==> src/rtl/synth_defs.svh <==
// register map, field positions and timing figures of the synthesizer control
`ifndef SYNTH_DEFS_SVH
`define SYNTH_DEFS_SVH

// register addresses (serial frame address field)
`define ADDR_REF_DIV 6'h02
`define ADDR_FB_INT 6'h03
`define ADDR_FB_FRAC 6'h04
`define ADDR_MOD_CFG 6'h06
`define ADDR_LD_CFG 6'h07
`define ADDR_CP_CFG 6'h09
`define ADDR_CAL_CFG 6'h0A
`define ADDR_EXACT_CFG 6'h0C
`define ADDR_LD_PIN_SEL 6'h0F
`define ADDR_MAN_SUBBAND 6'h15
`define ADDR_OUT_DIV_GAIN 6'h16
`define ADDR_OUT_STAGE 6'h17

// reset value of every register
`define REG_RESET 24'h000000

// calibration_config fields
`define CAL_MEAS_MSB 2
`define CAL_MEAS_LSB 0
`define CAL_DISABLE_BIT 11
`define CAL_FSMDIV_MSB 14
`define CAL_FSMDIV_LSB 13
`define CAL_RELOCK_BIT 17
// modulator_config: fractional mode enable
`define MOD_FRAC_MODE_BIT 11
// manual_subband field
`define SUBBAND_MSB 8
`define SUBBAND_LSB 1
// output_divider_gain fields
`define OUTDIV_MSB 5
`define OUTDIV_LSB 0
`define GAIN_A_MSB 7
`define GAIN_A_LSB 6
`define GAIN_B_MSB 9
`define GAIN_B_LSB 8
// output_stage_config fields
`define OUT_MODE_MSB 9
`define OUT_MODE_LSB 8
`define MUTE_UNLOCK_BIT 7
// lock_pin_select field
`define LD_SEL_MSB 1
`define LD_SEL_LSB 0

// output divider codes
`define OUTDIV_MUTE 6'h00
`define OUTDIV_FUND 6'h01
// fractional word width
`define FRAC_BITS 24

// serial frame: rw, 6 address bits, pad, 24 data bits
`define FRAME_LAST 6'd31
`define FRAME_HDR_LAST 6'd7
`define FRAME_DONE 6'd32

// calibration state machine clock ceiling
`define FSM_CLK_MAX_HZ 50000000

`endif

==> src/rtl/synth_pkg.sv <==
// types shared by the synthesizer control modules
package synth_pkg;
  typedef logic [23:0] reg_word_t;
  typedef enum logic [1:0] {LDPIN_LOW, LDPIN_LOCK, LDPIN_MIXED, LDPIN_READBACK} ld_pin_t;
  typedef enum {CAL_IDLE, CAL_TRIAL, CAL_MEASURE, CAL_DECIDE, CAL_APPLY} cal_state_t;
endpackage : synth_pkg

==> src/rtl/reg_bus_if.sv <==
// register access carrier between serial port and control core
`timescale 1ns/1ns
interface reg_bus_if;
  logic wr_stb;
  logic [5:0] addr;
  logic [23:0] wr_data;
  logic [23:0] rd_data;
  logic rd_active;
  modport port (output wr_stb, output addr, output wr_data, output rd_active, input rd_data);
  modport core (input wr_stb, input addr, input wr_data, input rd_active, output rd_data);
endinterface : reg_bus_if

==> src/rtl/main_serial_port.sv <==
// main serial port: 32-bit frames in, 24-bit readback out
`timescale 1ns/1ns
module main_serial_port
  import synth_pkg::*;
(
  input wire logic i_clock,
  input wire logic i_sys_rst,
  input wire logic i_ser_enable,
  input wire logic i_ser_clk,
  input wire logic i_ser_data,
  output logic o_ser_readback,
  reg_bus_if.port bus
);
`include "synth_defs.svh"

  logic sck_prev_ff, nxt_sck_prev;
  logic [31:0] shift_ff, nxt_shift;
  logic [5:0] count_ff, nxt_count;
  logic [23:0] rd_shift_ff, nxt_rd_shift;
  logic rd_act_ff, nxt_rd_act;
  logic rise;

  // rising serial clock inside an active frame
  assign rise = i_ser_enable && i_ser_clk && !sck_prev_ff && (count_ff != `FRAME_DONE);
  // address comes from the header, or from the full frame on its last bit
  assign bus.addr = (count_ff == `FRAME_LAST) ? shift_ff[29:24] : shift_ff[5:0];
  assign bus.wr_data = {shift_ff[22:0], i_ser_data};
  assign bus.wr_stb = rise && (count_ff == `FRAME_LAST) && !shift_ff[30];
  assign bus.rd_active = rd_act_ff;
  assign o_ser_readback = rd_shift_ff[23];

  // frame shifter, bit counter and readback shifter
  always_comb begin
    nxt_sck_prev = i_ser_clk;
    nxt_shift = shift_ff;
    nxt_count = count_ff;
    nxt_rd_shift = rd_shift_ff;
    nxt_rd_act = rd_act_ff;
    if (!i_ser_enable) begin
      nxt_count = 6'h00;
      nxt_rd_act = 1'b0;
    end else if (rise) begin
      nxt_shift = {shift_ff[30:0], i_ser_data};
      nxt_count = count_ff + 6'h01;
      if (count_ff == `FRAME_HDR_LAST && shift_ff[6]) begin
        nxt_rd_shift = bus.rd_data; // read header complete
        nxt_rd_act = 1'b1;
      end else if (rd_act_ff) begin
        nxt_rd_shift = {rd_shift_ff[22:0], 1'b0};
      end
    end
  end

  always_ff @(posedge i_clock) begin
    if (i_sys_rst) begin
      sck_prev_ff <= 1'b0;
      shift_ff <= 32'h00000000;
      count_ff <= 6'h00;
      rd_shift_ff <= 24'h000000;
      rd_act_ff <= 1'b0;
    end else begin
      sck_prev_ff <= nxt_sck_prev;
      shift_ff <= nxt_shift;
      count_ff <= nxt_count;
      rd_shift_ff <= nxt_rd_shift;
      rd_act_ff <= nxt_rd_act;
    end
  end
endmodule : main_serial_port

==> src/rtl/synth_vco_subband_self_calibration_control.sv <==
// synthesizer digital control: register file, sub-band self calibration, output stage
//
// Behaviour
// - calibration enabled picks sub-band itself
// - each frequency change starts one calibration
// - rewriting same frequency recalibrates, same result
// - clamp tuning voltage, measure, nearest sub-band
// - auto-relock reruns calibration once on unlock
// - manual sub-band register drives switches directly
// - integer, fraction, reference divider from registers
// - output divider one or even two..62
// - two gain fields, one per output
// - two-bit field selects single or differential
// - mute outputs while unlocked if enabled
// - divider field zero mutes outputs permanently
// - lock detect config and pin select registers
// - chip enable pin gates operation
// - modulator and exact-frequency configuration registers
// - charge pump settings from own register
// - state machine clock is reference over 2^m
// - measurement lasts phase-detector period times 2^n
// - fraction loads after calibration, else immediately
// - chosen sub-band readable in manual register
`timescale 1ns/1ns
module synth_vco_subband_self_calibration_control
  import synth_pkg::*;
#(
  parameter int REF_CLOCK_HZ = 20000000,
  parameter int SUBBAND_W = 8
) (
  input wire logic i_clock,
  input wire logic i_sys_rst,
  input wire logic i_chip_enable_pin,
  input wire logic i_ser_enable,
  input wire logic i_ser_clk,
  input wire logic i_ser_data,
  input wire logic i_lock_indicator,
  input wire logic i_vco_pulse,
  output logic o_lock_or_readback_pin,
  output logic o_core_enable,
  output logic o_vtune_clamp,
  output logic o_cal_busy,
  output logic [SUBBAND_W-1:0] o_vco_subband,
  output logic [23:0] o_ref_div,
  output logic [23:0] o_n_int,
  output logic [23:0] o_n_frac,
  output logic [23:0] o_modulator_cfg,
  output logic [23:0] o_exact_cfg,
  output logic [23:0] o_lock_detect_cfg,
  output logic [23:0] o_charge_pump_cfg,
  output logic [5:0] o_out_div_ratio,
  output logic [1:0] o_gain_a,
  output logic [1:0] o_gain_b,
  output logic [1:0] o_out_mode,
  output logic o_rf_mute
);
`include "synth_defs.svh"

  // elaboration checks
  if (SUBBAND_W != (`SUBBAND_MSB - `SUBBAND_LSB + 1)) begin : g_bad_width
    $error("sub-band width must match the manual tuning field");
  end
  if (REF_CLOCK_HZ > `FSM_CLK_MAX_HZ) begin : g_bad_clock
    $error("reference too fast for an undivided state machine clock");
  end

  // mapped register addresses
  function automatic logic is_mapped(input logic [5:0] a);
    case (a)
      `ADDR_REF_DIV, `ADDR_FB_INT, `ADDR_FB_FRAC, `ADDR_MOD_CFG, `ADDR_LD_CFG,
      `ADDR_CP_CFG, `ADDR_CAL_CFG, `ADDR_EXACT_CFG, `ADDR_LD_PIN_SEL,
      `ADDR_MAN_SUBBAND, `ADDR_OUT_DIV_GAIN, `ADDR_OUT_STAGE: is_mapped = 1'b1;
      default: is_mapped = 1'b0;
    endcase
  endfunction : is_mapped

  // control value to measurement exponent n (4..7 skip n=4)
  function automatic logic [3:0] meas_exp(input logic [2:0] c);
    meas_exp = (c > 3'h3) ? ({1'b0, c} + 4'h1) : {1'b0, c};
  endfunction : meas_exp

  // two-bit field to state machine divider exponent m
  function automatic logic [2:0] fsm_exp(input logic [1:0] f);
    case (f)
      2'h0: fsm_exp = 3'h0;
      2'h1: fsm_exp = 3'h2;
      2'h2: fsm_exp = 3'h4;
      default: fsm_exp = 3'h5;
    endcase
  endfunction : fsm_exp

  // expected vco count floor(N * 2^n)
  function automatic logic [31:0] target_count(input logic [23:0] ni, input logic [23:0] nf,
                                                input logic [3:0] n);
    logic [55:0] full;
    full = {8'h00, ni, nf} << n;
    target_count = full[55:24];
  endfunction : target_count

  logic ser_readback;
  reg_bus_if bus ();
  main_serial_port u_port (
    .i_clock(i_clock),
    .i_sys_rst(i_sys_rst),
    .i_ser_enable(i_ser_enable),
    .i_ser_clk(i_ser_clk),
    .i_ser_data(i_ser_data),
    .o_ser_readback(ser_readback),
    .bus(bus.port)
  );
  reg_word_t regs_ff [0:63];
  reg_word_t nxt_regs [0:63];
  logic [23:0] int_app_ff, nxt_int_app, frac_app_ff, nxt_frac_app;
  logic [SUBBAND_W-1:0] sub_app_ff, nxt_sub_app;
  cal_state_t state_ff, nxt_state;
  logic [4:0] tick_cnt_ff, nxt_tick_cnt;
  logic [3:0] bit_ff, nxt_bit;
  logic [SUBBAND_W-1:0] sar_ff, nxt_sar, trial_ff, nxt_trial, best_ff, nxt_best;
  logic [31:0] best_err_ff, nxt_best_err, win_ff, nxt_win, vco_cnt_ff, nxt_vco_cnt;
  logic [31:0] target_ff, nxt_target;
  logic relock_used_ff, nxt_relock_used, lock_prev_ff, nxt_lock_prev;
  logic mute_ff, nxt_mute, ld_pin_ff, nxt_ld_pin;
  logic [5:0] div_ff, nxt_div;

  logic [23:0] cal_cfg, mod_cfg;
  logic cal_enabled, freq_req, relock_req, tick, cal_done;
  logic [3:0] n_exp;
  logic [4:0] tick_mask;
  logic [31:0] err;
  ld_pin_t ld_sel;

  assign cal_cfg = regs_ff[`ADDR_CAL_CFG];
  assign mod_cfg = regs_ff[`ADDR_MOD_CFG];
  assign cal_enabled = !cal_cfg[`CAL_DISABLE_BIT];
  assign n_exp = meas_exp(cal_cfg[`CAL_MEAS_MSB:`CAL_MEAS_LSB]);
  assign tick_mask = 5'((6'h01 << fsm_exp(cal_cfg[`CAL_FSMDIV_MSB:`CAL_FSMDIV_LSB])) - 6'h01);
  assign tick = ((tick_cnt_ff & tick_mask) == tick_mask);
  // fraction write, or integer write in integer mode, is a frequency change
  assign freq_req = bus.wr_stb && cal_enabled && i_chip_enable_pin
    && ((bus.addr == `ADDR_FB_FRAC)
    || (bus.addr == `ADDR_FB_INT && !mod_cfg[`MOD_FRAC_MODE_BIT]));
  assign relock_req = cal_enabled && i_chip_enable_pin && cal_cfg[`CAL_RELOCK_BIT]
    && lock_prev_ff && !i_lock_indicator && !relock_used_ff
    && (state_ff == CAL_IDLE);
  assign cal_done = (state_ff == CAL_APPLY) && tick;
  assign err = (vco_cnt_ff > target_ff) ? (vco_cnt_ff - target_ff) : (target_ff - vco_cnt_ff);
  assign bus.rd_data = is_mapped(bus.addr) ? regs_ff[bus.addr] : 24'h000000;
  assign ld_sel = ld_pin_t'(regs_ff[`ADDR_LD_PIN_SEL][`LD_SEL_MSB:`LD_SEL_LSB]);

  // register file with immediate loads when calibration is off
  always_comb begin
    for (int i = 0; i < 64; i++) begin
      nxt_regs[i] = regs_ff[i];
    end
    nxt_int_app = int_app_ff;
    nxt_frac_app = frac_app_ff;
    nxt_sub_app = sub_app_ff;
    if (bus.wr_stb && is_mapped(bus.addr)) begin
      nxt_regs[bus.addr] = bus.wr_data;
      if (!cal_enabled && bus.addr == `ADDR_FB_INT) begin
        nxt_int_app = bus.wr_data;
      end
      if (!cal_enabled && bus.addr == `ADDR_FB_FRAC) begin
        nxt_frac_app = bus.wr_data;
      end
      if (!cal_enabled && bus.addr == `ADDR_MAN_SUBBAND) begin
        nxt_sub_app = bus.wr_data[`SUBBAND_MSB:`SUBBAND_LSB];
      end
    end
    if (cal_done) begin
      // new dividers and sub-band take effect together
      nxt_int_app = regs_ff[`ADDR_FB_INT];
      nxt_frac_app = regs_ff[`ADDR_FB_FRAC];
      nxt_sub_app = best_ff;
      nxt_regs[`ADDR_MAN_SUBBAND][`SUBBAND_MSB:`SUBBAND_LSB] = best_ff;
    end
  end

  always_ff @(posedge i_clock) begin
    if (i_sys_rst) begin
      for (int i = 0; i < 64; i++) begin
        regs_ff[i] <= `REG_RESET;
      end
      int_app_ff <= 24'h000000;
      frac_app_ff <= 24'h000000;
      sub_app_ff <= '0;
    end else begin
      regs_ff <= nxt_regs;
      int_app_ff <= nxt_int_app;
      frac_app_ff <= nxt_frac_app;
      sub_app_ff <= nxt_sub_app;
    end
  end

  // calibration state machine: successive approximation over sub-bands
  always_comb begin
    nxt_state = state_ff;
    nxt_tick_cnt = tick_cnt_ff + 5'h01;
    nxt_bit = bit_ff;
    nxt_sar = sar_ff;
    nxt_trial = trial_ff;
    nxt_best = best_ff;
    nxt_best_err = best_err_ff;
    nxt_win = win_ff;
    nxt_vco_cnt = vco_cnt_ff;
    nxt_target = target_ff;
    nxt_relock_used = relock_used_ff;
    nxt_lock_prev = i_lock_indicator;
    case (state_ff)
      CAL_IDLE: ;
      CAL_TRIAL: if (tick) begin
        nxt_vco_cnt = 32'h00000000;
        // window is the phase-detector period times 2^n
        nxt_win = ((regs_ff[`ADDR_REF_DIV] == 24'h000000) ? 32'h00000001
          : {8'h00, regs_ff[`ADDR_REF_DIV]}) << n_exp;
        nxt_state = CAL_MEASURE;
      end
      CAL_MEASURE: begin
        nxt_vco_cnt = vco_cnt_ff + {31'h00000000, i_vco_pulse};
        nxt_win = win_ff - 32'h00000001;
        if (win_ff == 32'h00000001) begin
          nxt_state = CAL_DECIDE;
        end
      end
      CAL_DECIDE: if (tick) begin
        // higher code adds capacitance and lowers the frequency
        if (vco_cnt_ff > target_ff) begin
          nxt_sar = trial_ff;
        end
        if (err < best_err_ff) begin
          nxt_best = trial_ff;
          nxt_best_err = err;
        end
        if (bit_ff == 4'h0) begin
          nxt_state = CAL_APPLY;
        end else begin
          nxt_bit = bit_ff - 4'h1;
          nxt_trial = nxt_sar | SUBBAND_W'(1 << (bit_ff - 4'h1)); // settles before count
          nxt_state = CAL_TRIAL;
        end
      end
      CAL_APPLY: if (tick) begin
        nxt_state = CAL_IDLE;
      end
      default: nxt_state = CAL_IDLE;
    endcase
    if (freq_req || relock_req) begin
      // a new request restarts any run in progress
      nxt_state = CAL_TRIAL;
      nxt_bit = 4'(SUBBAND_W - 1);
      nxt_sar = '0;
      nxt_trial = SUBBAND_W'(1 << (SUBBAND_W - 1));
      nxt_best = sub_app_ff;
      nxt_best_err = 32'hFFFFFFFF;
      nxt_target = target_count(freq_req && bus.addr == `ADDR_FB_INT ? bus.wr_data
        : regs_ff[`ADDR_FB_INT], freq_req && bus.addr == `ADDR_FB_FRAC ? bus.wr_data
        : regs_ff[`ADDR_FB_FRAC], n_exp);
      nxt_relock_used = relock_req ? 1'b1 : 1'b0;
    end
    if (!i_chip_enable_pin || !cal_enabled) begin
      nxt_state = CAL_IDLE;
    end
  end

  always_ff @(posedge i_clock) begin
    if (i_sys_rst) begin
      state_ff <= CAL_IDLE;
      tick_cnt_ff <= 5'h00;
      bit_ff <= 4'h0;
      sar_ff <= '0;
      trial_ff <= '0;
      best_ff <= '0;
      best_err_ff <= 32'hFFFFFFFF;
      win_ff <= 32'h00000000;
      vco_cnt_ff <= 32'h00000000;
      target_ff <= 32'h00000000;
      relock_used_ff <= 1'b0;
      lock_prev_ff <= 1'b0;
    end else begin
      state_ff <= nxt_state;
      tick_cnt_ff <= nxt_tick_cnt;
      bit_ff <= nxt_bit;
      sar_ff <= nxt_sar;
      trial_ff <= nxt_trial;
      best_ff <= nxt_best;
      best_err_ff <= nxt_best_err;
      win_ff <= nxt_win;
      vco_cnt_ff <= nxt_vco_cnt;
      target_ff <= nxt_target;
      relock_used_ff <= nxt_relock_used;
      lock_prev_ff <= nxt_lock_prev;
    end
  end

  // output stage: divider decode, mute and lock pin selection
  always_comb begin
    logic [5:0] code;
    code = regs_ff[`ADDR_OUT_DIV_GAIN][`OUTDIV_MSB:`OUTDIV_LSB];
    if (code == `OUTDIV_MUTE || code == `OUTDIV_FUND) begin
      nxt_div = code;
    end else begin
      nxt_div = {code[5:1], 1'b0}; // odd ratios round down to even
    end
    nxt_mute = !i_chip_enable_pin || (code == `OUTDIV_MUTE)
      || (regs_ff[`ADDR_OUT_STAGE][`MUTE_UNLOCK_BIT] && !i_lock_indicator);
    case (ld_sel)
      LDPIN_LOW: nxt_ld_pin = 1'b0;
      LDPIN_LOCK: nxt_ld_pin = i_lock_indicator;
      LDPIN_MIXED: nxt_ld_pin = bus.rd_active ? ser_readback : i_lock_indicator;
      default: nxt_ld_pin = ser_readback;
    endcase
  end

  always_ff @(posedge i_clock) begin
    if (i_sys_rst) begin
      div_ff <= `OUTDIV_MUTE;
      mute_ff <= 1'b1;
      ld_pin_ff <= 1'b0;
    end else begin
      div_ff <= nxt_div;
      mute_ff <= nxt_mute;
      ld_pin_ff <= nxt_ld_pin;
    end
  end

  // outputs from flops, except core enable, which follows the pin directly
  assign o_core_enable = i_chip_enable_pin;
  assign o_cal_busy = (state_ff != CAL_IDLE);
  assign o_vtune_clamp = (state_ff != CAL_IDLE);
  assign o_vco_subband = (state_ff == CAL_IDLE) ? sub_app_ff : trial_ff;
  assign o_ref_div = regs_ff[`ADDR_REF_DIV];
  assign o_n_int = int_app_ff;
  assign o_n_frac = frac_app_ff;
  assign o_modulator_cfg = regs_ff[`ADDR_MOD_CFG];
  assign o_exact_cfg = regs_ff[`ADDR_EXACT_CFG];
  assign o_lock_detect_cfg = regs_ff[`ADDR_LD_CFG];
  assign o_charge_pump_cfg = regs_ff[`ADDR_CP_CFG];
  assign o_out_div_ratio = div_ff;
  assign o_gain_a = regs_ff[`ADDR_OUT_DIV_GAIN][`GAIN_A_MSB:`GAIN_A_LSB];
  assign o_gain_b = regs_ff[`ADDR_OUT_DIV_GAIN][`GAIN_B_MSB:`GAIN_B_LSB];
  assign o_out_mode = regs_ff[`ADDR_OUT_STAGE][`OUT_MODE_MSB:`OUT_MODE_LSB];
  assign o_rf_mute = mute_ff;
  assign o_lock_or_readback_pin = ld_pin_ff;
endmodule : synth_vco_subband_self_calibration_control

==> config.mk <==
export PLATFORM = sky130hd
export DESIGN_NAME = synth_vco_subband_self_calibration_control
export DESIGN_NICKNAME = d
export VERILOG_FILES = /design/src/rtl/synth_pkg.sv /design/src/rtl/reg_bus_if.sv /design/src/rtl/main_serial_port.sv /design/src/rtl/synth_vco_subband_self_calibration_control.sv
export VERILOG_INCLUDE_DIRS = /design/src /design/src/rtl
export SDC_FILE = /design/constraint.sdc
export NUM_CORES = 2
export LEC_CHECK = 0
export BUFFER_PORTS_ARGS = -buffer_cell sky130_fd_sc_hd__buf_2
export CORE_UTILIZATION = 40
export CTS_BUF_LIST = sky130_fd_sc_hd__clkbuf_16
export DETAILED_ROUTE_END_ITERATION = 6
export SYNTH_ARGS = -nofsm -noshare
export SYNTH_HDL_FRONTEND = slang
export SYNTH_SLANG_ARGS = --single-unit
export TNS_END_PERCENT = 5
==> constraint.sdc <==
create_clock -name i_clock -period 14.1 [get_ports i_clock]
set_clock_uncertainty 0.15 [all_clocks]
set_input_delay 0.705 -clock i_clock [delete_from_list [all_inputs] [get_ports i_clock]]
set_output_delay 0.705 -clock i_clock [all_outputs]
set_load 0.005 [all_outputs]
==> results.py <==
metrics = {
    "logic_synthesis": {
        "ys_warn_count": 0,
        "synth_top_family_by_area": "compound AO/OA/AOI/OAI gates",
        "yosysSeqAreaShare_pct": 41.32,
        "synthesis.nets": 6038,
        "synth.avg_cell_area_um2": 8.426,
        "synth-simple-area-share_pct": 18.03,
        "async_flop_share_pct": 0,
        "synthCells": 5917,
        "synth_fa_ha_area_share_pct": 2.866,
        "ys_ff_latch": 1029,
        "synthFlopType": "dfxtp_1",
        "synth.distinct_cells": 93,
        "syn_area_um2": 49860,
        "synth_compound_area_share_pct": 18.51,
        "synth_edf_count": 0,
        "muxShareOfSynthArea_pct": 10.79,
        "synth-xor-area-share_pct": 0.7378,
    },
    "floorplanning": {
        "fp.dieW_um": 355.1,
        "start_util_pct": 40.33,
        "core_region_area_um2": 123600,
        "num_rows": 129,
        "dieArea_um2": 126100,
        "die_h_um": 355.1,
        "num_io_pins": 201,
    },
    "sta": {
        "hold_violations": 0,
        "fmax_mhz": 129.5,
        "setup_viol": 0,
        "layout_worst_path_cycle_share_pct": 54.76,
        "tightest_slew_ps": 1511,
        "max-slew-margin-rel_pct": -1.634,
        "timing.setup.tns_ps": 0,
        "setup_slack_ps": 6378,
        "period_minus_slack_ps": 7722,
        "grt_setup_unrepaired": "false",
        "slew_violations": 2,
    },
    "worst_setup_path": {
        "cp-start-kind": "flip-flop",
        "cp_data_arrival_time_ps": 8160,
        "crit_path_end_kind": "flip-flop",
        "crit_start": "vco_cnt_ff[19]$_SDFFE_PP0P_",
        "crit_path_max_fanout": 22,
        "worstSetupPathType": "flip-flop to flip-flop",
        "r2r_start": "vco_cnt_ff[19]$_SDFFE_PP0P_",
        "required_ps": 14540,
    },
    "routing": {
        "via_per_inst": 5.840,
        "met3WireLength_um": 12840,
        "dr_wl_met2_um": 79150,
        "drt-pass1-iter-count": 7,
        "top_layer": "met5",
        "wl_um": 180000,
        "drtIter0Drc": 4912,
        "drtAntennaViolNets": 0,
        "wl_met1_um": 77680,
        "wire_per_inst_um": 24.37,
        "drc_errors": 0,
        "vias": 43120,
    },
    "cells_and_area": {
        "final_common_cell": "dfxtp_1",
        "final_net_count": 5775,
        "drive_above_1_share_pct": 10.44,
        "stdcell_area_um2": 54430,
        "most-common-layout-cells": "dfxtp_1, nand2_1, nor2_1",
        "n_fill_cell": 12170,
        "syn_to_final_growth_pct": 9.170,
        "final_cells": 7384,
    },
    "job": {
        "cap_violations": 1,
    },
    "global_route": {
        "antenna_found_initial": 6,
        "grt_max_degree": 216,
        "grt_pass1_wl_um": 266100,
        "overflow": 0,
        "track_usage_pct": 27.59,
        "first_global_vias": 40110,
    },
    "placement": {
        "dp_cells": 7179,
        "place.gp.congestion": 0.9639,
        "place_area_um2": 50530,
        "io_buffers": 200,
        "dp_slack_ps": 6450,
        "dp_hpwl_um": 120900,
    },
    "run_status": {
        "violations": "max-capacitance violations, max-slew violations",
        "outcome": "finished with violations",
    },
    "clocking": {
        "postCtsSetupRepairBufs": 0,
        "cts_tree": "built",
        "clkTransAtPathRegs_ps": 70,
        "insertion_delay_ps": 750,
        "htreeDepth": 3,
        "hold_buffers": 0,
        "clock_sinks": 1029,
        "cts.repair.resized": 0,
        "cts-root-buf": "clkbuf_16",
        "cts_buffers": 110,
        "cts_buffer_depth": 3,
    },
    "pwr": {
        "power_mw": 6.153,
        "irDropWorstVdd_mv": 0.09199,
        "p_per_area_nw_per_um2": 113.0,
        "leakagePower_nw": 20.90,
    },
    "worst_hold_path": {
        "hp-class": "primary input to flip-flop",
        "worstHoldStart": "i_ser_clk",
    },
}
[metal layers]
layer	vias to the layer above	GRT usage [%]
met1	20880	36.98
met4	6	14.77
li1	20090	-
met5	-	0
met2	1774	42.51
met3	374	4.333
[final cells by class]
class                      count  area [um^2]  area share (%)
inverter                     133        499.2          0.9172
clock buffer                 111         2778           5.103
tap                         1637         2048           3.763
multi-input combinational   4077        25560           46.96
sequential                  1029        20610           37.86
clock inverter                93         1115           2.048
timing repair buffer         303         1822           3.347
antenna                        1        2.502        0.004597
[cell usage after synthesis (11+ instances only)]
cell,n,area [um^2]
or3_1,15,93.84
nand3_1,63,315.3
buf_4,160,1201
and2_1,14,87.58
a21o_1,35,262.8
mux2_2,52,585.6
o31ai_1,18,135.1
a211oi_1,145,1089
o22a_1,67,586.8
buf_1,30,112.6
o221ai_1,46,402.9
and3_1,21,131.4
nor4_1,35,219.0
xnor2_1,23,201.4
nor2b_1,322,2014
a221oi_1,12,105.1
a22oi_1,25,187.7
nand2b_1,13,81.33
a2111oi_0,17,148.9
nor2_1,604,2267
buf_2,111,555.5
o21ai_0,112,560.5
o211ai_1,29,217.7
dfxtp_1,1029,20600
nand4_1,22,137.6
inv_1,133,499.2
nand2_1,674,2530
o21bai_1,16,120.1
nor2_2,14,87.58
a31oi_1,33,206.5
ha_1,111,1389
mux2i_1,475,4755
o22ai_1,298,1864
buf_6,11,123.9
or4_1,13,97.59
a21oi_1,474,2372
nor3_1,89,445.4
nor3b_1,12,90.09
clkbuf_1,364,1366
xor2_1,19,166.4
[through the flow]
stage	util, %	hold WS, ps
2_1_floorplan	-	279.7
3_3_place_gp	40.87	291.3
3_5_place_dp	40.87	294.2
4_1_cts	44.02	34.28
5_1_grt	44.02	63.15
6_report	44.02	77.70
[cells by family (layout without fill, tap and decap cells)]
logic type,count (synthesis),count (layout)
and+or+nand+nor,1958,1958
muxes,529,529
adders and majority gates,113,113
DFF,1029,1029
xor gates and xnor gates,42,42
AOI/OAI and AO/OA,1435,1435
other,0,1
buffers and inverters,811,640
[where the power goes]
group / switching, mW / leakage, nW / internal, mW
registers: 0.00109 / 8.29 / 2.91
logic: 0.0991 / 10.7 / 0.0259
clock network: 1.29 / 1.93 / 1.82
total: 1.39 / 20.9 / 4.76
[critical path, cell delays in order, from the launching register on]
cell and delay (ps):
dfxtp_1 420, inv_1 70, ha_1 510, nand2_1 200, o21ai_0 360, a21oi_1 140, o311ai_1 730, o21a_1 780
buf_4 420, mux2i_1 310, mux2_2 360, o311ai_1 110, ha_1 230, and4_1 190, nand3_1 100, nor4_1 390
nand3_1 140, o21ai_2 710, buf_4 370, nand2_1 530, o22a_1 370
[registers in the layout (all words and copies together) (netlist names), 3 cells and up]
register,flops
best_err_ff,32
best_ff,8
bit_ff,4
cal_cfg,24
o_charge_pump_cfg,24
o_exact_cfg,24
o_lock_detect_cfg,24
o_modulator_cfg,24
o_n_frac,24
o_n_int,24
o_out_div_ratio,6
o_ref_div,24
regs_ff,584
sar_ff,8
state_ff,3
sub_app_ff,8
target_ff,32
tick_cnt_ff,5
trial_ff,8
u_port.count_ff,6
u_port.rd_shift_ff,24
u_port.shift_ff,31
vco_cnt_ff,32
win_ff,32
[worst paths after layout]
path,end,slack (ps),cells after the start
max,best_err_ff[10]$_SDFFE_PP1P_,6380,20
min,u_port.sck_prev_ff$_SDFF_PP0_,80,2
max reg2reg,best_err_ff[10]$_SDFFE_PP1P_,6380,20
min reg2reg,u_port.shift_ff[15]$_SDFFE_PP0P_,300,2
No activity file was read; power rests on OpenSTA's default activity.
